--- config.mk ---
export PLATFORM = sky130hd
export DESIGN_NAME = temp_limit_register_bank
export DESIGN_NICKNAME = d
export VERILOG_FILES = /design/src/logic/temp_limit_pkg.sv /design/src/logic/limit_tracker.sv /design/src/logic/temp_limit_register_bank.sv
export SDC_FILE = /design/constraint.sdc
export NUM_CORES = 1
export LEC_CHECK = 0
export CAP_MARGIN = 5
export CORE_AREA = 2 2 223 159
export DETAILED_ROUTE_END_ITERATION = 7
export DIE_AREA = 0 0 225 161
export DONT_BUFFER_PORTS = 1
export HOLD_SLACK_MARGIN = 0.15
export SLEW_MARGIN = 20
export SYNTH_ARGS = -nofsm -noshare
export SYNTH_HDL_FRONTEND = slang
export SYNTH_SLANG_ARGS = --single-unit
--- constraint.sdc ---
create_clock -name sys_clk -period 8.05 [get_ports sys_clk]
set_input_delay 1.2075 -clock sys_clk [delete_from_list [all_inputs] [get_ports sys_clk]]
set_output_delay 1.2075 -clock sys_clk [all_outputs]
set_load 0.01 [all_outputs]
--- src/logic/temp_limit_pkg.sv ---
// package: register map, field positions, reset values and link constants
// assumes: shared by the register bank and its limit trackers, one 40 MHz clock
package temp_limit_pkg;

  // ==========================================================
  // register addresses
  localparam logic [2:0] ADDR_STATUS = 3'h0;
  localparam logic [2:0] ADDR_CONFIG = 3'h1;
  localparam logic [2:0] ADDR_RESULT = 3'h2;
  localparam logic [2:0] ADDR_IDENT  = 3'h3;
  localparam logic [2:0] ADDR_CRIT   = 3'h4;
  localparam logic [2:0] ADDR_HYST   = 3'h5;
  localparam logic [2:0] ADDR_HIGH   = 3'h6;
  localparam logic [2:0] ADDR_LOW    = 3'h7;

  // ==========================================================
  // reset values
  localparam logic [15:0] RESULT_RST = 16'h0000;
  localparam logic [15:0] CRIT_RST   = 16'h4980;
  localparam logic [3:0]  HYST_RST   = 4'h5;
  localparam logic [15:0] HIGH_RST   = 16'h2000;
  localparam logic [15:0] LOW_RST    = 16'h0500;
  localparam logic        RES_RST    = 1'b0;
  localparam logic        RDY_RST    = 1'b1;

  // ==========================================================
  // field positions
  localparam int RDY_POS       = 7;
  localparam int RES_POS       = 7;
  localparam int FLAG_CRIT_POS = 2;
  localparam int FLAG_HIGH_POS = 1;
  localparam int FLAG_LOW_POS  = 0;
  localparam int FLAG_BITS     = 3;
  localparam int HYST_BITS     = 4;
  localparam int HYST_SHIFT    = 7;
  localparam int ID_REV_BITS   = 3;
  localparam int ID_MAKER_BITS = 5;

  // ==========================================================
  // serial command byte
  localparam int          CMD_BITS     = 8;
  localparam int          CMD_RW_POS   = 6;
  localparam int          CMD_ADDR_LSB = 3;
  localparam logic [7:0]  CMD_ZERO_MSK = 8'h87;
  localparam logic [5:0]  IFACE_ONES   = 6'h20;

  // ==========================================================
  // limit slots of the tracker array
  localparam int LIM_LOW  = 0;
  localparam int LIM_HIGH = 1;
  localparam int LIM_CRIT = 2;
  localparam int LIM_NUM  = 3;

  typedef enum logic [2:0] {
    PH_CMD  = 3'b001,
    PH_DATA = 3'b010,
    PH_SKIP = 3'b100
  } phase_t;

  // sixteen-bit registers carry two data bytes, the rest one
  function automatic logic reg_is_wide(input logic [2:0] addr);
    reg_is_wide = (addr == ADDR_RESULT) || (addr == ADDR_CRIT) ||
                  (addr == ADDR_HIGH) || (addr == ADDR_LOW);
  endfunction

endpackage

--- src/logic/limit_tracker.sv ---
// limit tracker: one setpoint compare with hysteresis release
// assumes: sample words and limits in the same aligned 1/128 degree units
`timescale 1ns/1ps
`default_nettype none

module limit_tracker #(
  parameter bit UNDER = 1'b0
) (
  input  wire logic        sys_clk,
  input  wire logic        rstn,
  input  wire logic        clear,
  input  wire logic [15:0] sample,
  input  wire logic        sample_valid,
  input  wire logic [15:0] limit,
  input  wire logic [3:0]  hyst,
  output logic             beyond,
  output logic             active
);
  import temp_limit_pkg::*;

  typedef struct packed {
    logic active;
  } trk_t;

  trk_t               q;
  trk_t               d;
  logic signed [16:0] s17;
  logic signed [16:0] lim17;
  logic signed [16:0] hyst17;
  logic signed [16:0] rel17;

  // ==========================================================
  // compare
  always_comb begin
    s17    = {sample[15], sample};
    lim17  = {limit[15], limit};
    hyst17 = 17'({hyst, 7'h00});
    rel17  = UNDER ? (lim17 + hyst17) : (lim17 - hyst17);
    beyond = UNDER ? (s17 < lim17) : (s17 > lim17);
    d      = q;
    if (clear) begin
      d.active = 1'b0;
    end else if (sample_valid) begin
      if (q.active) begin
        // stays set until the sample passes the release threshold
        d.active = UNDER ? !(s17 > rel17) : !(s17 < rel17);
      end else begin
        d.active = beyond;
      end
    end
  end

  always_ff @(posedge sys_clk) begin
    if (!rstn) begin
      q <= '0;
    end else begin
      q <= d;
    end
  end

  assign active = q.active;

endmodule // limit_tracker

`default_nettype wire

--- src/logic/temp_limit_register_bank.sv ---
// temperature register bank with serial register port and limit alarms
// assumes: conversion words arrive on sys_clk; serial pins are asynchronous
`timescale 1ns/1ps
`default_nettype none

// Notes on behaviour
// - result register at 0x02 holds latest temperature
// - 13-bit mode: bits 2..0 are alarm flags
// - resolution bit set: bits 2..0 are low temperature
// - low flag set when below low limit
// - high flag set when above high limit
// - critical flag set when above critical limit
// - bit 15 sign, bits 14..3 magnitude, reset zero
// - id register 0x03: maker and revision fields
// - critical limit at 0x04 drives critical pin
// - critical limit resets to 0x4980, signed
// - hysteresis at 0x05 uses four low bits
// - hysteresis 0..15 degrees, resets to 5
// - release: limit minus or plus hysteresis
// - high limit at 0x06 drives interrupt pin
// - high limit resets to 0x2000
// - low limit at 0x07 drives interrupt pin
// - low limit resets to 0x0500
// - setpoints compared as signed two's complement
// - ready bit high on result read, low on result
// - config bit 7: 0 13-bit, 1 16-bit
module temp_limit_register_bank #(
  parameter logic [4:0] MAKER_CODE = 5'h0a, // arbitrary value
  parameter logic [2:0] REV_CODE   = 3'h1,  // arbitrary value
  parameter int         ONES_RESET = int'(temp_limit_pkg::IFACE_ONES)
) (
  input  wire logic        sys_clk,
  input  wire logic        rstn,
  input  wire logic [15:0] conv_data,
  input  wire logic        conv_valid,
  input  wire logic        sclk,
  input  wire logic        cs_n,
  input  wire logic        din,
  output logic             dout,
  output logic             dout_oe,
  output logic             critical_alarm_out,
  output logic             critical_alarm_oe,
  output logic             int_out,
  output logic             int_oe
);
  import temp_limit_pkg::*;

  if (ONES_RESET < 8 || ONES_RESET > 63) begin : g_bad_ones
    $error("ONES_RESET must lie in 8..63");
  end

  typedef struct packed {
    // pin synchronisers
    logic        sclk_s1;
    logic        sclk_s2;
    logic        sclk_p;
    logic        cs_s1;
    logic        cs_s2;
    logic        din_s1;
    logic        din_s2;
    // serial engine
    phase_t      phase;
    logic [4:0]  cnt;
    logic [15:0] sh;
    logic [2:0]  addr;
    logic        rw;
    logic        load;
    logic [15:0] out_sh;
    logic        dout;
    logic        dout_oe;
    logic [5:0]  ones;
    // registers
    logic        res16;
    logic        rdy;
    logic [15:0] result;
    logic [15:0] crit;
    logic [3:0]  hyst;
    logic [15:0] high;
    logic [15:0] low;
    // pins
    logic        crit_oe;
    logic        int_oe;
    logic        crit_lvl;
    logic        int_lvl;
  } bank_t;

  localparam bank_t BANK_RST = '{
    sclk_s1: 1'b1, sclk_s2: 1'b1, sclk_p: 1'b1,
    cs_s1: 1'b1, cs_s2: 1'b1, din_s1: 1'b0, din_s2: 1'b0,
    phase: PH_CMD, cnt: 5'h00, sh: 16'h0000, addr: 3'h0, rw: 1'b0,
    load: 1'b0, out_sh: 16'h0000, dout: 1'b0, dout_oe: 1'b0, ones: 6'h00,
    res16: RES_RST, rdy: RDY_RST, result: RESULT_RST, crit: CRIT_RST,
    hyst: HYST_RST, high: HIGH_RST, low: LOW_RST,
    crit_oe: 1'b0, int_oe: 1'b0, crit_lvl: 1'b0, int_lvl: 1'b0
  };

  localparam logic [5:0] ONES_LAST = 6'(ONES_RESET - 1);

  bank_t             q;
  bank_t             d;
  logic              iface_rst;
  logic [15:0]       sample;
  logic [15:0]       limits  [LIM_NUM];
  logic [LIM_NUM-1:0] beyond;
  logic [LIM_NUM-1:0] active;
  logic [15:0]       rd_data;
  logic              rise;
  logic              fall;
  logic [7:0]        cmd;
  logic [15:0]       wdata;
  logic              last_bit;

  // read view of a register
  function automatic logic [15:0] read_reg(input bank_t s, input logic [2:0] a,
                                           input logic [4:0] maker,
                                           input logic [2:0] rev);
    unique case (a)
      ADDR_STATUS: read_reg = {8'h00, s.rdy, 7'h00};
      ADDR_CONFIG: read_reg = {8'h00, s.res16, 7'h00};
      ADDR_RESULT: read_reg = s.result;
      ADDR_IDENT:  read_reg = {8'h00, maker, rev};
      ADDR_CRIT:   read_reg = s.crit;
      ADDR_HYST:   read_reg = {12'h000, s.hyst};
      ADDR_HIGH:   read_reg = s.high;
      ADDR_LOW:    read_reg = s.low;
    endcase
  endfunction

  // ==========================================================
  // aligned sample and limit trackers
  always_comb begin
    // 13-bit mode drops the three finest bits so compares stay aligned
    sample = q.res16 ? conv_data : {conv_data[15:FLAG_BITS], 3'h0};
    limits[LIM_LOW]  = q.low;
    limits[LIM_HIGH] = q.high;
    limits[LIM_CRIT] = q.crit;
  end

  // pins follow comparator behaviour only; no interrupt-mode latch
  genvar gi;
  generate
    for (gi = 0; gi < LIM_NUM; gi++) begin : g_lim
      limit_tracker #(
        .UNDER (gi == LIM_LOW)
      ) u_trk (
        .sys_clk      (sys_clk),
        .rstn         (rstn),
        .clear        (iface_rst),
        .sample       (sample),
        .sample_valid (conv_valid),
        .limit        (limits[gi]),
        .hyst         (q.hyst),
        .beyond       (beyond[gi]),
        .active       (active[gi])
      );
    end
  endgenerate

  // ==========================================================
  // serial engine and registers
  always_comb begin
    d        = q;
    rise     = q.sclk_s2 & ~q.sclk_p;
    fall     = ~q.sclk_s2 & q.sclk_p;
    cmd      = {q.sh[6:0], q.din_s2};
    wdata    = reg_is_wide(q.addr) ? {q.sh[14:0], q.din_s2} : {8'h00, cmd};
    last_bit = q.cnt == (reg_is_wide(q.addr) ? 5'h0f : 5'h07);
    rd_data  = read_reg(q, q.addr, MAKER_CODE, REV_CODE);
    iface_rst = 1'b0;

    d.sclk_s1 = sclk;
    d.sclk_s2 = q.sclk_s1;
    d.sclk_p  = q.sclk_s2;
    d.cs_s1   = cs_n;
    d.cs_s2   = q.cs_s1;
    d.din_s1  = din;
    d.din_s2  = q.din_s1;
    d.load    = 1'b0;
    d.dout_oe = ~q.cs_s2;

    if (q.load) begin
      // byte registers leave on the upper lane so the shift stays msb first
      d.out_sh = reg_is_wide(q.addr) ? rd_data : {rd_data[7:0], 8'h00};
      if (q.addr == ADDR_RESULT) begin
        d.rdy = 1'b1;
      end
    end

    // deselect aborts a frame, so a cut write never lands
    if (q.cs_s2) begin
      d.phase = PH_CMD;
      d.cnt   = 5'h00;
    end else if (rise) begin
      d.sh  = {q.sh[14:0], q.din_s2};
      d.cnt = q.cnt + 5'h01;
      if (q.din_s2) begin
        d.ones = q.ones + 6'h01;
      end else begin
        d.ones = 6'h00;
      end
      unique case (q.phase)
        PH_CMD: begin
          if (q.cnt == 5'(CMD_BITS - 1)) begin
            d.cnt = 5'h00;
            // a command with a stray fixed bit is ignored to the frame end
            if ((cmd & CMD_ZERO_MSK) != 8'h00) begin
              d.phase = PH_SKIP;
            end else begin
              d.phase = PH_DATA;
              d.addr  = cmd[CMD_ADDR_LSB +: 3];
              d.rw    = cmd[CMD_RW_POS];
              d.load  = cmd[CMD_RW_POS];
            end
          end
        end
        PH_DATA: begin
          if (last_bit) begin
            d.phase = PH_SKIP;
            if (!q.rw) begin
              unique case (q.addr)
                ADDR_CONFIG: d.res16 = wdata[RES_POS];
                ADDR_CRIT:   d.crit  = wdata;
                ADDR_HYST:   d.hyst  = wdata[HYST_BITS-1:0];
                ADDR_HIGH:   d.high  = wdata;
                ADDR_LOW:    d.low   = wdata;
                default:     d.phase = PH_SKIP;
              endcase
            end
          end
        end
        PH_SKIP: begin
          d.cnt = q.cnt;
        end
      endcase
      // the run of ones may span frames; a zero bit or the reset it fires clears it
      if (q.din_s2 && q.ones == ONES_LAST) begin
        iface_rst = 1'b1;
      end
    end else if (fall && q.phase == PH_DATA && q.rw) begin
      d.dout   = q.out_sh[15];
      d.out_sh = {q.out_sh[14:0], 1'b0};
    end

    // a new result outranks a read of the old one in the same cycle
    if (conv_valid) begin
      d.rdy = 1'b0;
      if (q.res16) begin
        d.result = sample;
      end else begin
        d.result = {sample[15:FLAG_BITS],
                    beyond[LIM_CRIT],
                    beyond[LIM_HIGH],
                    beyond[LIM_LOW]};
      end
    end

    // open-drain pins pull low while the alarm stands
    d.crit_oe = active[LIM_CRIT];
    d.int_oe  = active[LIM_HIGH] | active[LIM_LOW];
    // open-drain data level never leaves zero; only the enable moves
    d.crit_lvl = 1'b0;
    d.int_lvl  = 1'b0;

    if (iface_rst) begin
      // long run of ones restores every register to power-on state
      d = BANK_RST;
      d.sclk_s1 = sclk;
      d.sclk_s2 = q.sclk_s1;
      d.sclk_p  = q.sclk_s2;
      d.cs_s1   = cs_n;
      d.cs_s2   = q.cs_s1;
      d.din_s1  = din;
      d.din_s2  = q.din_s1;
      d.phase   = PH_SKIP;
      // keep the select view and data level so a frame in flight stays clean
      d.dout_oe = ~q.cs_s2;
      d.dout    = q.dout;
    end
  end

  // ==========================================================
  // state register
  always_ff @(posedge sys_clk) begin
    if (!rstn) begin
      q <= BANK_RST;
    end else begin
      q <= d;
    end
  end

  // ==========================================================
  // outputs
  assign dout               = q.dout;
  assign dout_oe            = q.dout_oe;
  assign critical_alarm_oe  = q.crit_oe;
  assign int_oe             = q.int_oe;
  assign critical_alarm_out = q.crit_lvl;
  assign int_out            = q.int_lvl;

endmodule // temp_limit_register_bank

`default_nettype wire

======== Word level (Yosys, flattened, before mapping) ========
Index checks and enable logic that the tools add are counted.
word-level totals
  register bits ........................... 137
  latch bits .............................. 0
  memory bits (writable) .................. 0
  memory bits (read-only) ................. 0
  memories ................................ 0
operators by class
  add/subtract/negate cells ............... 5
  $mul .................................... 0
  divide/modulo/power cells ............... 0
  $lt $le $gt $ge ......................... 6
  eq/ne operators ......................... 17
  shifts and indexed selects .............. 0
  muxes and demuxes ....................... 46
  bitwise logic cells ..................... 14
  reduce and logical (&&, ||, !) cells .... 31
operators with widths
  cell                                                             count
  52-bit 2-to-1 mux                                                5
  16-bit one-hot mux with 8 select lines                           1
  127-bit 2-to-1 mux                                               1
  16-bit 2-to-1 mux                                                6
  17-bit 2-to-1 mux                                                3
  38-bit 2-to-1 mux                                                1
  16-bit by 17-bit < comparator with 1-bit output                  2
  16-bit by 12-bit subtractor with 17-bit output                   2
  16-bit greater-than comparator                                   2
  6-bit AND reduction                                              5
  29-bit 2-to-1 mux                                                1
  16-bit by 12-bit adder with 17-bit output                        1
  16-bit by 17-bit greater-than comparator with 1-bit output       1
  16-bit < comparator                                              1
  8-bit 2-to-1 mux                                                 2
  3-bit == test, second input constant                             5
  5-bit 2-to-1 mux                                                 3
  7-bit 2-to-1 mux                                                 2
  1-bit 2-to-1 mux                                                 12
  3-bit 2-to-1 mux                                                 4
  4-bit AND reduction                                              3
  1-bit inverter                                                   11
  5-bit one-hot mux with 2 select lines                            1
  3-bit by 2-bit == test with 1-bit output, second input constant  3
  other kinds (26)                                                 41

======== Logic depth before layout (Yosys ltp) ========
  depth in word-level cells ............... 12
  gate-level depth with buffers ........... 16

======== Hierarchy ========
A second synthesis with hierarchy kept.
second synthesis, totals
  cell total of the unflattened synthesis .. 1086
  area total of the unflattened synthesis .. 8793.4 µm²
by module, submodules not included
  module                               times used  cells each  area an instance (µm²)  sequential area each (µm²)
  temp_limit_register_bank             1           699         5828.1                  2622.5
  limit_tracker at g_lim[1].u_trk ...  2           129         992.2                   20.0
  limit_tracker at g_lim[0].u_trk      1           129         980.9                   20.0

======== Least setup slack after synthesis ========
No wires, ideal clock.
  kind .................................... register -> register
  start point ............................. register q[37] in the netlist's numbering
  end point ............................... register g_lim[2].u_trk.q
  setup time .............................. 124 ps
  arrival time ............................ 2971 ps
  data required time ...................... 7926 ps
  path slack .............................. 4954 ps
  stages on the path, launching flop included .. 15
  buffers on the path ..................... 0
  cell sequence ........................... dfxtp_1 inv_1 ha_1 a21o_1 a21o_1 a211oi_1 nand3_1 xnor2_1 ha_1 a21oi_1 nor2_1 a2111oi_0 a31oi_1 mux2i_1 o21ai_0
on the way
  cells in the longest elaborated chain, start to end .. 4
RTL lines
  item                                             RTL line                         source
  start, declared                                  temp_limit_register_bank.sv:99   bank_t q;
  start signal, assigned                           temp_limit_register_bank.sv:285  q <= BANK_RST;
  start signal, assigned                           temp_limit_register_bank.sv:287  q <= d;
  16-bit by 12-bit subtractor with 17-bit output   limit_tracker.sv:38              rel17 = UNDER ? (lim17 + hyst17) : (lim17 - hyst17);
  16-bit by 17-bit < comparator with 1-bit output  limit_tracker.sv:46              d.active = UNDER ? !(s17 > rel17) : !(s17 < rel17);
  1-bit logical NOT                                limit_tracker.sv:46
  1-bit 2-to-1 mux                                 limit_tracker.sv:44              if (q.active) begin
  end signal, assigned                             limit_tracker.sv:55              q <= '0;
  end signal, assigned                             limit_tracker.sv:57              q <= d;
  end, declared                                    limit_tracker.sv:25              trk_t q;
No other way between the ends.
A chain may end at the register's enable or synchronous reset.

======== Worst setup path after layout ========
Ends and elaborated chain as after synthesis.

==> summary.txt <==
Run status
  – Status: completed

Global route
  – Largest net degree at the start of global routing: 56
  – Initial antenna violation count: 0
  – Global-route wire length before repair: 39900 um
  – Vias in the first global route: 6818
  – GRT Overall Usage: about 14%
  – GRT overflow: 0

Drt
  – WL/cell: 17.2 um
  – Routed vias: 7509
  – Residual DRC count: 0
  – Post-route ant nets: 0
  – Vias/cell: roughly 5
  – Total wire length: around 25000 um
  – Drt first pass iters: 5
  – Iteration-0 DRC count of the detailed router: 827

Synthesis
  – Sequential share of the synthesized area: approximately a third
  – Synthesized area: 8460 um^2
  – Syn avg cell area: a little over 8 um^2
  – Main flop type after synthesis: dfxtp_1
  – FFs w/ async S/R, synth: 0%
  – Synth cell types: between 60 and 70
  – Post-synth EDFFs: 0
  – Synth Register Bits: 134
  – Mapped Cells: ~1100
  – Syn. warnings: 0

Placed design
  – # port buffers: 0
  – Dpl cell area: slightly below 9000 um^2
  – DP HPWL: between 15000 and 20000 um
  – Final GP Congestion: between 0.9 and 1

Power and ir drop
  – VDD IR max: 0.119 mV
  – Leakage power: ~3.6 nW
  – Cell Pwr Density: 167 nW/um^2

STA
  – Final Hold Fails: 0
  – F_max: about 0.27 GHz
  – Final min period: roughly 3.7 ns
  – Final setup viols: 0
  – WHS: 0.449 ns
  – Max-slew headroom: 36.1%
  – Layout Skew: ~0.010 ns
  – Max Slew Vio Count: 0
  – Tcrit/Tclk final: 46.3%
  – Worst-Margin Slew: approximately 0.96 ns
  – Setup TNS: 0 ns
  – RSZ-0062 raised after global routing: no

CTS
  – Hold_buf cts: 0
  – CTS sink count: 134
  – Clock transition at the registers of the reported paths: ~0.060 ns
  – CTS Buf Count: 17
  – # resized after CTS: 0
  – H-Tree Level Count: 4
  – Setup Buffers After CTS: 0
  – Clk buf depth: 2
  – Worst-Skew Late Latency: 0.42 ns
  – CTS tree: built
  – Root buf cell: clkbuf_16

Worst setup path
  – Critical path's top delay family: compound AO/OA/AOI/OAI gates
  – Critical R2R Launch: q[37]
  – Crit-path cells: inv_1 > ha_1 > a21o_1 > a21o_1 > a211oi_1 > nand3_1 > xnor2_1 > ha_1 > a21oi_1 > nor2_1 > a2111oi_0 > a31oi_1 > mux2i_1 > o21ai_0
  – CP Max Fanout: 5
  – Critical Path Start: q[37]
  – Worst setup SP type: register
  – Critical path type: reg -> reg
  – Worst EP arrival: between 4 and 5 ns
  – Worst path required time: about 8.4 ns
  – Cell depth of the worst setup path: 14
  – Worst Reg2Reg Path Length in Cells: 14
  – CP Capture Type: register
  – CP peak stage delay: between 0.4 and 0.5 ns
  – CP bufs+invs: 1
  – Critical path's slowest cell: a2111oi_0

Hold path
  – Hold wc startpoint: q[130]
  – Min-Delay Path Class: reg -> reg
  – Hold Crit Depth: 1

Cells and area
  – Area grow syn2layout: 11.4%
  – Diode count: 0
  – Filler cells: 3602
  – Layout cell share with drive strength beyond 1: around 5.5%
  – Most common cell after layout, fill and taps aside: nand2_1
  – Net count, final: 1142
  – Most frequent cells in the layout: nand2_1 (169), dfxtp_1 (134), a21oi_1 (109)
  – Final Cell Area: about 9400 um^2

Floorplanning
  – Chip height: approximately 160 um
  – Initial Utilization: between 20% and 30%
  – Core box area: about 34000 um^2
  – Row Count: 57
  – Die Wd: 225 um
  – Io pins: 28
  – Die area: about 36000 um^2

Run
  – Max cap viols: 0
==> cell families after synthesis <==
kind of cell,synth area share (%)
AO/OA/AOI/OAI,17.8
XOR/XNOR,2.28
adder cells (fa/ha/maj),14.3
buffers and inverters,6.09
flip-flops,31.7
multiplexers,6.05
other,0.0443
AND/OR/NAND/NOR,21.8
==> report_power, final <==
group          leakage, nW  total [mW]  switching [mW]  internal, mW
clock                0.294       0.804           0.330         0.474
sequential            1.09       0.682         0.00855         0.673
combinational         2.20      0.0878          0.0524        0.0354
==> worst reg2reg max path, cell delays in order (launching register included) <==
cell and delay, ns:
dfxtp_1 0.38, inv_1 0.16, ha_1 0.32, a21o_1 0.18
a21o_1 0.22, a211oi_1 0.44, nand3_1 0.16, xnor2_1 0.15
ha_1 0.29, a21oi_1 0.24, nor2_1 0.06, a2111oi_0 0.45
a31oi_1 0.17, mux2i_1 0.30, o21ai_0 0.11
==> final timing paths <==
| kind | slack (ns) | end |
|---|---|---|
| max | 4.32 | g_lim[2].u_trk.active |
| min | 0.45 | q[129] |
| max reg2reg | 4.32 | g_lim[2].u_trk.active |
| min reg2reg | 0.45 | q[129] |
==> flip-flops by register name, summed over array words and instances, names as in the netlist <==
signal,cells
q,71
limits,48
cmd,8
g_lim.u_trk.active,3
critical_alarm_oe,1
dout,1
dout_oe,1
int_oe,1
==> synth_stat cells (all sizes together), types with 16 or more instances <==
| cell | n | area share (%) |
|---|---|---|
| nand3 | 32 | 1.9 |
| a21o | 19 | 1.7 |
| xnor2 | 18 | 1.9 |
| mux2i | 41 | 4.8 |
| buf | 22 | 1.6 |
| inv | 70 | 3.1 |
| a21oi | 109 | 6.4 |
| o21ai | 30 | 1.8 |
| ha | 92 | 14 |
| nor2 | 80 | 3.5 |
| dfxtp | 134 | 32 |
| clkbuf | 31 | 1.4 |
| nand2 | 171 | 7.7 |
| nor3 | 16 | 0.95 |
| o211ai | 22 | 2.0 |
==> final cells by class <==
class | count | area, um^2 | area share [%]
clock inverters | 14 | 166 | 1.77
repair buffers | 6 | 45.0 | 0.478
multi-input cells | 796 | 5280 | 56.0
inverters | 70 | 263 | 2.79
clock buffers | 18 | 439 | 4.66
flip-flops and latches | 134 | 2680 | 28.5
well taps | 442 | 553 | 5.87
==> through the flow <==
step	setup WS, ns	utilization (%)	power (mW)	cells
2_1_floorplan	4.95	-	0.759	1053
3_3_place_gp	4.50	25.8	0.781	1448
3_5_place_dp	4.40	25.8	0.782	1448
4_1_cts	4.40	27.6	1.59	1480
5_1_grt	4.04	27.6	1.64	1480
6_report	4.32	27.6	1.57	1480
==> routing by layer <==
layer / vias to the layer above / global-route usage [%] / wire [um]
met5: - / 0 / 0
met4: 0 / 3.19 / 303
met3: 20 / 2.66 / 2020
met2: 278 / 19.1 / 10100
met1: 3570 / 22.7 / 13000
li1: 3641 / - / -
No activity file was read; power rests on OpenSTA's default activity.
